[config.mk]
export PLATFORM = sky130hd
export DESIGN_NAME = cdr_record
export DESIGN_NICKNAME = d
export VERILOG_FILES = /design/src/verilog/cdr_pkg.sv /design/src/verilog/cdr_lost_acc.sv /design/src/verilog/cdr_record.sv
export SDC_FILE = /design/constraint.sdc
export NUM_CORES = 1
export LEC_CHECK = 0
export BUFFER_PORTS_ARGS = -buffer_cell sky130_fd_sc_hd__buf_2
export CORE_ASPECT_RATIO = 1.25
export CORE_UTILIZATION = 50
export CTS_CLUSTER_DIAMETER = 30
export DETAILED_ROUTE_END_ITERATION = 10
export PLACE_DENSITY = 0.75
export SYNTH_ARGS = -nofsm -noshare
export SYNTH_HDL_FRONTEND = slang
export SYNTH_SLANG_ARGS = --single-unit
[constraint.sdc]
create_clock -name clk -period 3.1 [get_ports clk]
set_input_delay 0.155 -clock clk [delete_from_list [all_inputs] [get_ports clk]]
set_output_delay 0.155 -clock clk [all_outputs]
set_load 0.02 [all_outputs]
[src/verilog/cdr_pkg.sv]
// constants for the counter-mode extended diagnostic record (sixteen bytes)
// assumes one module clock; all byte offsets are byte indices into the record
package cdr_pkg;

  // record layout
  localparam int unsigned REC_BYTES      = 16;
  localparam int unsigned BASIC_BYTES    = 4;
  localparam int unsigned ADDR_W         = 4;

  // byte offsets of the record
  localparam logic [3:0]  OFS_BASIC0     = 4'h0;
  localparam logic [3:0]  OFS_BASIC1     = 4'h1;
  localparam logic [3:0]  OFS_BASIC2     = 4'h2;
  localparam logic [3:0]  OFS_BASIC3     = 4'h3;
  localparam logic [3:0]  OFS_CHAN_TYPE  = 4'h4;
  localparam logic [3:0]  OFS_DIAG_BITS  = 4'h5;
  localparam logic [3:0]  OFS_CHAN_CNT   = 4'h6;
  localparam logic [3:0]  OFS_GRP_ERR    = 4'h7;
  localparam logic [3:0]  OFS_IN_LOST_A  = 4'h8;
  localparam logic [3:0]  OFS_IN_LOST_B  = 4'h9;
  localparam logic [3:0]  OFS_IN_LOST_C  = 4'ha;
  localparam logic [3:0]  OFS_IN_LOST_D  = 4'hb;
  localparam logic [3:0]  OFS_CNT0_LOST  = 4'hc;
  localparam logic [3:0]  OFS_CNT1_LOST  = 4'hd;
  localparam logic [3:0]  OFS_CNT2_LOST  = 4'he;
  localparam logic [3:0]  OFS_CNT3_LOST  = 4'hf;

  // fixed contents
  localparam logic [6:0]  CHAN_TYPE_DIN  = 7'h70;
  localparam logic [6:0]  CHAN_TYPE_AIN  = 7'h71;
  localparam logic [6:0]  CHAN_TYPE_DOUT = 7'h72;
  localparam logic [6:0]  CHAN_TYPE_AOUT = 7'h73;
  localparam logic [6:0]  CHAN_TYPE_AIO  = 7'h74;
  localparam logic [7:0]  DIAG_BITS_VAL  = 8'h08;
  localparam logic [7:0]  CHAN_CNT_VAL   = 8'h08;

  // field positions
  localparam int unsigned MORE_TYPES_BIT = 7;
  localparam int unsigned LOST_SUM_BIT   = 6;
  localparam int unsigned EV_GATE_CLOSE  = 0;
  localparam int unsigned EV_GATE_OPEN   = 1;
  localparam int unsigned EV_OVF_END     = 2;
  localparam int unsigned EV_COMPARE     = 3;

  // widths of the event sources
  localparam int unsigned N_INPUTS       = 16;
  localparam int unsigned N_COUNTERS     = 4;
  localparam int unsigned EV_PER_CNT     = 4;

  // reset values
  localparam logic [7:0]  BYTE_RST       = 8'h00;
  localparam logic [31:0] BASIC_RST      = 32'h0000_0000;

  // read port sequencing
  typedef enum logic [0:0] {
    CDR_RD_IDLE = 1'b0,
    CDR_RD_DONE = 1'b1
  } cdr_rd_state_t;

endpackage

[src/verilog/cdr_lost_acc.sv]
// sticky accumulator of lost process interrupts, one bit per event source
// assumes evt and busy are synchronous strobes/levels from the event logic
module cdr_lost_acc #(
  parameter int unsigned N = 16
) (
  input  wire logic         clk,   // module clock
  input  wire logic         rst,   // sync reset, active high
  input  wire logic         ce,    // clock enable
  input  wire logic [N-1:0] evt,   // event strobe per source
  input  wire logic [N-1:0] busy,  // its process interrupt still handled
  input  wire logic         take,  // record capture restarts the set from that cycle's losses
  output logic      [N-1:0] acc    // accumulated lost flags
);

  logic [N-1:0] acc_ff;
  logic [N-1:0] nxt_acc;
  logic [N-1:0] lost_now;

  assign lost_now = evt & busy;
  // set wins over the clear so a loss in the capture cycle is kept
  assign nxt_acc  = (take ? '0 : acc_ff) | lost_now;
  assign acc      = acc_ff;

  // accumulator flops
  always_ff @(posedge clk) begin
    if (rst) begin
      acc_ff <= '0;
    end else if (ce) begin
      acc_ff <= nxt_acc;
    end
  end
endmodule

[src/verilog/cdr_record.sv]
// counter-mode extended diagnostic record: capture, hold and byte readout
// assumes synchronous inputs; diag_evt is a one-cycle strobe per diagnostic event
// Behaviour
// - record is sixteen bytes: four basic bytes then twelve specific bytes
// - bytes zero to three repeat the basic record of the same event
// - byte four bits six to zero hold channel type, here digital input
// - byte four bit seven tells whether further channel types follow
// - byte five reports eight diagnostic bits per channel
// - byte six reports eight channels
// - byte seven bits zero to three flag errors in input nibble groups
// - byte seven bits four to seven flag errors in counters zero to three
// - bytes eight to eleven hold input lost flags on even bits only
// - counter byte bit zero marks lost gate-closing interrupt
// - counter byte bit two marks lost gate-opening interrupt
// - counter byte bit four marks lost overflow, underflow or end value
// - counter byte bit six marks lost compare; odd bits read zero
// - bytes twelve to fifteen belong to counters zero to three
// - loss arises when an event recurs while its interrupt is handled
// - byte three bit six shows that a process interrupt was lost
module cdr_record #(
  parameter logic [6:0] CHAN_TYPE  = cdr_pkg::CHAN_TYPE_DIN,  // channel type code
  parameter logic       MORE_TYPES = 1'b0                     // more types follow
) (
  input  wire logic        clk,        // module clock, 40 MHz
  input  wire logic        rst,        // sync reset, active high
  input  wire logic        ce,         // clock enable, freezes all state
  input  wire logic        diag_evt,   // diagnostic event strobe, captures record
  input  wire logic [31:0] basic_rec,  // basic record bytes 0..3, byte 0 low
  input  wire logic [7:0]  grp_err,    // group error levels, bit per group
  input  wire logic [15:0] din_evt,    // input edge event strobes
  input  wire logic [15:0] din_busy,   // input process interrupt pending
  input  wire logic [15:0] cnt_evt,    // counter events, 4 per counter
  input  wire logic [15:0] cnt_busy,   // counter process interrupt pending
  input  wire logic        rd_req,     // record byte read request
  input  wire logic [3:0]  rd_addr,    // record byte index
  output logic      [7:0]  rd_data,    // read byte, held until next read
  output logic             rd_valid,   // one cycle after a taken request
  output logic             lost_any    // captured record holds a loss
);

  // captured record state
  logic [31:0] basic_ff;
  logic [7:0]  err_ff;
  logic [15:0] din_lost_ff;
  logic [15:0] cnt_lost_ff;
  logic        lost_any_ff;
  logic [7:0]  rd_data_ff;
  logic        rd_valid_ff;
  logic [3:0]  rd_addr_ff;
  cdr_pkg::cdr_rd_state_t rd_state_ff;

  // next values
  logic [31:0] nxt_basic;
  logic [7:0]  nxt_err;
  logic [15:0] nxt_din_lost;
  logic [15:0] nxt_cnt_lost;
  logic        nxt_lost_any;
  logic [7:0]  nxt_rd_data;
  cdr_pkg::cdr_rd_state_t nxt_rd_state;

  // accumulated losses since the last capture
  logic [15:0] din_acc;
  logic [15:0] cnt_acc;
  logic        take;
  wire  [15:0] din_lost_now = din_evt & din_busy;
  wire  [15:0] cnt_lost_now = cnt_evt & cnt_busy;

  // places four flags on the even bits of a byte, odd bits stay zero
  function automatic logic [7:0] spread4(input logic [3:0] f);
    spread4 = {1'b0, f[3], 1'b0, f[2], 1'b0, f[1], 1'b0, f[0]};
  endfunction

  // picks byte k of a 32-bit word
  function automatic logic [7:0] byte_of(input logic [31:0] w, input logic [1:0] k);
    byte_of = w[{k, 3'b000} +: 8];
  endfunction

  cdr_lost_acc #(
    .N (cdr_pkg::N_INPUTS)
  ) u_din_acc (
    .clk  (clk),
    .rst  (rst),
    .ce   (ce),
    .evt  (din_evt),
    .busy (din_busy),
    .take (take),
    .acc  (din_acc)
  );

  cdr_lost_acc #(
    .N (cdr_pkg::N_COUNTERS * cdr_pkg::EV_PER_CNT)
  ) u_cnt_acc (
    .clk  (clk),
    .rst  (rst),
    .ce   (ce),
    .evt  (cnt_evt),
    .busy (cnt_busy),
    .take (take),
    .acc  (cnt_acc)
  );

  assign take = diag_evt;
  // losses in the capture cycle itself join this record, as they raise it
  assign nxt_din_lost = take ? (din_acc | din_lost_now) : din_lost_ff;
  assign nxt_cnt_lost = take ? (cnt_acc | cnt_lost_now) : cnt_lost_ff;
  assign nxt_err      = take ? grp_err : err_ff;
  assign nxt_lost_any = take ? ((|nxt_din_lost) | (|nxt_cnt_lost)) : lost_any_ff;

  // basic bytes repeated, loss summary in byte three bit six
  assign nxt_basic = take ?
    {basic_rec[31], nxt_lost_any, basic_rec[29:0]} : basic_ff;

  // byte selection of the record
  logic [7:0] sel_byte;
  always_comb begin
    sel_byte = cdr_pkg::BYTE_RST;
    case (rd_addr)
      cdr_pkg::OFS_BASIC0,
      cdr_pkg::OFS_BASIC1,
      cdr_pkg::OFS_BASIC2,
      cdr_pkg::OFS_BASIC3:     sel_byte = byte_of(basic_ff, rd_addr[1:0]);
      cdr_pkg::OFS_CHAN_TYPE:  sel_byte = {MORE_TYPES, CHAN_TYPE};
      cdr_pkg::OFS_DIAG_BITS:  sel_byte = cdr_pkg::DIAG_BITS_VAL;
      cdr_pkg::OFS_CHAN_CNT:   sel_byte = cdr_pkg::CHAN_CNT_VAL;
      cdr_pkg::OFS_GRP_ERR:    sel_byte = err_ff;
      cdr_pkg::OFS_IN_LOST_A:  sel_byte = spread4(din_lost_ff[3:0]);
      cdr_pkg::OFS_IN_LOST_B:  sel_byte = spread4(din_lost_ff[7:4]);
      cdr_pkg::OFS_IN_LOST_C:  sel_byte = spread4(din_lost_ff[11:8]);
      cdr_pkg::OFS_IN_LOST_D:  sel_byte = spread4(din_lost_ff[15:12]);
      cdr_pkg::OFS_CNT0_LOST:  sel_byte = spread4(cnt_lost_ff[3:0]);
      cdr_pkg::OFS_CNT1_LOST:  sel_byte = spread4(cnt_lost_ff[7:4]);
      cdr_pkg::OFS_CNT2_LOST:  sel_byte = spread4(cnt_lost_ff[11:8]);
      cdr_pkg::OFS_CNT3_LOST:  sel_byte = spread4(cnt_lost_ff[15:12]);
      default:                 sel_byte = cdr_pkg::BYTE_RST;
    endcase
  end

  // read path only samples, never writes the record
  assign nxt_rd_data  = rd_req ? sel_byte : rd_data_ff;
  assign nxt_rd_state = rd_req ? cdr_pkg::CDR_RD_DONE : cdr_pkg::CDR_RD_IDLE;

  // record capture flops
  // hold until next event
  always_ff @(posedge clk) begin
    if (rst) begin
      basic_ff    <= cdr_pkg::BASIC_RST;
      err_ff      <= cdr_pkg::BYTE_RST;
      din_lost_ff <= '0;
      cnt_lost_ff <= '0;
      lost_any_ff <= 1'b0;
    end else if (ce) begin
      basic_ff    <= nxt_basic;
      err_ff      <= nxt_err;
      din_lost_ff <= nxt_din_lost;
      cnt_lost_ff <= nxt_cnt_lost;
      lost_any_ff <= nxt_lost_any;
    end
  end

  // read port flops; one-cycle answer keeps software timing fixed
  always_ff @(posedge clk) begin
    if (rst) begin
      rd_state_ff <= cdr_pkg::CDR_RD_IDLE;
      rd_data_ff  <= cdr_pkg::BYTE_RST;
      rd_addr_ff  <= '0;
    end else if (ce) begin
      rd_state_ff <= nxt_rd_state;
      rd_data_ff  <= nxt_rd_data;
      if (rd_req) begin
        rd_addr_ff <= rd_addr;
      end
    end
  end

  // valid pulse from the read state
  always_comb begin
    case (rd_state_ff)
      cdr_pkg::CDR_RD_IDLE: rd_valid_ff = 1'b0;
      cdr_pkg::CDR_RD_DONE: rd_valid_ff = 1'b1;
      default:              rd_valid_ff = 1'b0;
    endcase
  end

  // outputs straight from flops
  assign rd_data  = rd_data_ff;
  assign rd_valid = rd_valid_ff;
  assign lost_any = lost_any_ff;
endmodule

# After elaboration in Yosys (flattened, before gate mapping)

Cells that the tools add are included.

Flip-flop bits (word level): 114
Input port bits: 113
Output and inout bits: 10

Muxes and demuxes: 8
Eq/ne operators: 15
Shift operators: 1
Bitwise logic cells: 8
Reductions and logical operators: 7

Operator list:

| operator                                      | count |
|---|---|
| case mux 8 bit (12 select lines)              | 1 |
| 2-to-1 mux 16 bit                             | 4 |
| OR 16 bit                                     | 4 |
| bitwise AND 16 bit                            | 2 |
| == test 4 bit, second input constant          | 8 |
| OR reduction 16 bit                           | 2 |
| variable part select 32 x 6 -> 8 bit          | 1 |
| == test 4 x 3 -> 1 bit, second input constant | 4 |
| == test 4 x 2 -> 1 bit, second input constant | 2 |
| == test 4 x 1 -> 1 bit, second input constant | 1 |
| logical NOT 4 bit                             | 1 |
| AND reduction 2 bit                           | 2 |
| OR reduction 4 bit                            | 1 |
| 2-to-1 mux 1 bit                              | 2 |
| case mux 1 bit (2 select lines)               | 1 |
| OR reduction 2 bit                            | 1 |
| inverter 1 bit                                | 1 |
| OR 1 bit                                      | 1 |

# Logic depth before layout (Yosys ltp)

Depth after elaboration: 6
Depth in mapped cells: 8
Gate-level depth less buffers: 5

# Cells and area by module

A second synthesis with hierarchy kept.

Cell total of the unflattened synthesis: 614
Area, all modules: 5288.8 um2

By module, submodules not included:

| module       | seq. area each (um2) | instances | cells each | area each (um2) |
|---|---|---|---|---|
| cdr_record   | 1641.6               | 1         | 472        | 3824.9 |
| cdr_lost_acc | 320.3                | 2         | 71         | 732.0 |

# Worst setup path before layout

No wires, ideal clock.

Path type: register to register
From: register din_lost_ff[6]
To: register basic_ff[30]
Data required time: 2.965 ns
Cell stages (with the launch flop): 5
Arrival: 1.186 ns
Path buffers: 0
Slack: 1.780 ns
Setup time: 0.135 ns
Period minus slack after synthesis: 1.320 ns
Cells stage by stage: dfxtp_1 > or4_1 > o22ai_1 > and4_1 > a211oi_1

Word-level cells in the longest chain between the ends: 4

Ends and longest elaborated chain:

| item                     | line              | text |
|---|---|---|
| start: declaration       | cdr_record.sv:44  | `logic [15:0] din_lost_ff;` |
| start signal: assignment | cdr_record.sv:154 | `din_lost_ff <= nxt_din_lost;` |
| 2-to-1 mux 16 bit        | cdr_record.sv:104 | `assign nxt_din_lost = take ? (din_acc \| din_lost_now) : din_lost_ff;` |
| OR reduction 16 bit      | cdr_record.sv:107 | `assign nxt_lost_any = take ? ((\|nxt_din_lost) \| (\|nxt_cnt_lost)) : lost_any_ff;` |
| OR 1 bit                 | cdr_record.sv:107 |  |
| 2-to-1 mux 1 bit         | cdr_record.sv:107 |  |
| end signal: assignment   | cdr_record.sv:146 | `basic_ff <= cdr_pkg::BASIC_RST;` |
| end signal: assignment   | cdr_record.sv:152 | `basic_ff <= nxt_basic;` |
| end: declaration         | cdr_record.sv:42  | `logic [31:0] basic_ff;` |

No other way between the ends.
A chain may end at the register's enable or synchronous reset.

# Worst setup path after layout

Same ends and word-level chain as after synthesis.

==> results.md <==
- Number of flops mapped to enable cells by yosys: 0
- Critical path arrival: approximately 1800 ps
- Clock Tree Root: clkbuf_16
- Initial Util: 0.517
- Clock sink count: ~110
- Total GRT Usage: 0.275
- I/O Buffers: 121
- Yosys cell types: slightly below 50
- GP Congestion: approximately 0.86
- Number of routed nets with antenna violations: 0
- # setup viols final: 0
- Crit-path cells: or4_1 -> o22ai_1 -> and4_1 -> a211oi_1
- RSZ-0062 raised after global routing: false
- Cell family with the largest share of critical-path delay: simple AND/OR/NAND/NOR gates
- Filler Cells Inserted: 781
- Non-Filler Cell Area, Final: about 0.0065 sq mm
- Ys async rst share: 0
- Critical register-to-register path startpoint: din_lost_ff[6]$_SDFFE_PP0P_
- Worst-Margin Slew: roughly 1200 ps
- Critical path launch point: din_lost_ff[6]$_SDFFE_PP0P_
- Proportion of layout cells with a drive suffix above 1: 0.226
- Synth Area in XOR/XNOR: 0
- Hold Fails Final Rpt: 0
- WL final: around 14 mm
- Drt first-iter violations: between 400 and 500
- P&R area growth vs syn: 29.1%
- Global-route wire length before repair: 22.4 mm
- Critical Path Fanout Max: 3
- Remaining Overflow, GRT: 0
- Critical path class: reg2reg
- Total Power: between 3 and 4 mW
- Worst IR Drop VDD: 409 uV
- Clk_lat worst skew: 410 ps
- DRC: 0
- Combined area of all synthesized cells: about 0.005 sq mm
- Mux cell area share after synthesis: 0.0553
- Fmax: approximately 0.63 GHz
- Core Area: roughly 0.0097 sq mm
- Via Count: around 5000
- Ys Warns: 0
- Hold Path Origin: grp_err[5]
- Nets: between 800 and 900
- H-tree depth: 4
- Post-Syn Nets: 700
- Buf/Inv on CP: 0
- Vias in the first global route: 4789
- Synth Area in Simple Gates: 0.196
- Die Height: about 110 um
- Pin count of the biggest net entering global routing: 115
- Slowest stage cell, crit path: or4_1
- Mean Syn Cell Area: roughly 8.6 sq um
- Instance area at placement: 0.00554 sq mm
- Post-layout util: 0.667
- Slew Viols, Final: 0
- Period Utilization, post-route: 0.515
- Primary FF master, synth: dfxtp_1
- Compound-Gate Fraction of Synth Area: 0.238
- Via/cell ratio: a little under 6
- Sequential area share after synthesis: 0.455
- CP max stage delay: ~520 ps
- Status: complete, no violations
- PnR worst setup slack: between 1500 and 2000 ps
- Top Ports: approximately 120
- Synth Register Bits: 114
- CTS tree: built
- Post-synthesis instance total: just under 600
- Most common cell after layout, fill and taps aside: buf_2
- Total leakage power: between 2 and 3 nW
- Setup WS pre-CTS: ~1200 ps
- Clk buf depth: 2
- Site row count: 40
- Startpoint types: flop
- Setup crit end kind: flop
- Slew HR: 0.202
- # resized after CTS: 0
- DR WL/cell: between 15 and 20 um
- Die Width: between 90 and 100 um
- Post-Synth Adder-Cell Area: 0
- Clock transition at path regs: ~50 ps
- Pre-antenna DRT Iters: 6
- Main combinational cell family by area after synthesis: compound AO/OA/AOI/OAI gates
- Most frequent cells in the layout: buf_2 (120), dfxtp_1 (114), nand2_1 (95)
- WP data required: 3330 ps
- Hold Crit Class: in2reg
- Pwr/cell area: 611 mW/mm^2
- Initial antenna violation count: 0
- Setup_tns: 0 ps
- Max Cap Viol: 0
- Postcts setup bufs: 0
- Detailed placement HPWL: about 8.5 mm
- Die area: 0.0104 sq mm
- CTS buffer count: 17
- Inserted Diodes: 0
- Final Critical Period: ~1600 ps
- Final Skew: 7.69 ps
-- cells in the mapped netlist, types with 2 or more instances --
cell type	n	area [sq um]
and2_1	2	12.5
a22oi_1	6	45.0
or4_1	6	45.0
nand3b_1	7	52.6
a31oi_1	2	12.5
nand3_1	11	55.1
o211ai_1	2	15.0
o21ai_0	8	40.0
buf_2	16	80.1
inv_1	5	18.8
nor4_1	2	12.5
dfxtp_1	114	2280
nand2_1	95	357
o22ai_1	8	50.1
nor2_1	76	285
mux2i_1	3	30.0
buf_4	4	30.0
nor3_1	6	30.0
mux4_2	2	45.0
a21oi_1	78	390
a211oi_1	35	263
nand2b_1	2	12.5
mux4_1	6	158
mux2_2	4	45.0
a32oi_1	33	289
nor2b_1	2	12.5
buf_1	8	30.0
a21oi_2	2	17.5
buf_6	3	33.8
a221oi_1	2	17.5
clkbuf_1	18	67.6
and3_1	2	12.5
-- per-layer routing --
layer	track usage	part of all wire
met5	0	0
met2	0.459	0.49
met3	0.0660	0.065
met1	0.334	0.41
met4	0.132	0.030
-- power by group --
part	total, mW	internal, mW	switching (mW)
sequential	1.59	1.55	0.0465
clock	1.91	1.29	0.628
combinational	0.456	0.200	0.256
-- flip-flops by register name (all words and copies together), names as in the netlist --
name           flops
basic_ff          32
din_lost_ff       16
cnt_lost_ff       16
rd_data            8
err_ff             8
rd_state_ff        1
u_cnt_acc.acc     16
u_din_acc.acc     16
lost_any           1
-- cells by family (layout without fill, tap and decap cells) --
kind of cell	count (synthesis)	after routing
multiplexers	15	15
flip-flops	114	114
AND/OR/NAND/NOR	221	221
AO/OA/AOI/OAI	182	182
buffers and inverters	55	195
-- worst min-delay path, delay by kind of cell --
kind	cells	cell delay, ps
AOI/OAI and AO/OA	1	60
buffers and inverters	1	90
and+or+nand+nor	1	60
-- stage by stage --
stage	hold WS, ps	cells
3_3_place_gp	397	786
6_report	12.2	853
3_5_place_dp	402	786
4_1_cts	2.12	853
2_1_floorplan	291	587
5_1_grt	13.0	853
-- path summary, 6_finish.rpt --
path,end,slack [ps],cells after the start
setup reg to reg,basic_ff[30]$_SDFFE_PP0P_,1500,4
hold reg to reg,basic_ff[14]$_SDFFE_PP0P_,450,2
setup / recovery,basic_ff[30]$_SDFFE_PP0P_,1500,4
hold / removal,err_ff[5]$_SDFFE_PP0P_,10,3
-- area by class of cell --
type                            count  area (sq um)  share of cell area
Sequential cell                   114          2280               0.352
Timing Repair Buffer              158           973               0.150
Clock inverter                      4          70.1              0.0108
Clock buffer                       28           517              0.0797
Tap cell                          126           158              0.0243
Multi-Input combinational cell    418          2460               0.380
Inverter                            5          18.8             0.00290
-- repair_timing --
item,in CTS,in global routing
endpoints found under the setup margin,0,0
hold buffers,35,0
endpoints found under the hold margin,35,0
No activity file was read; power rests on OpenSTA's default activity.
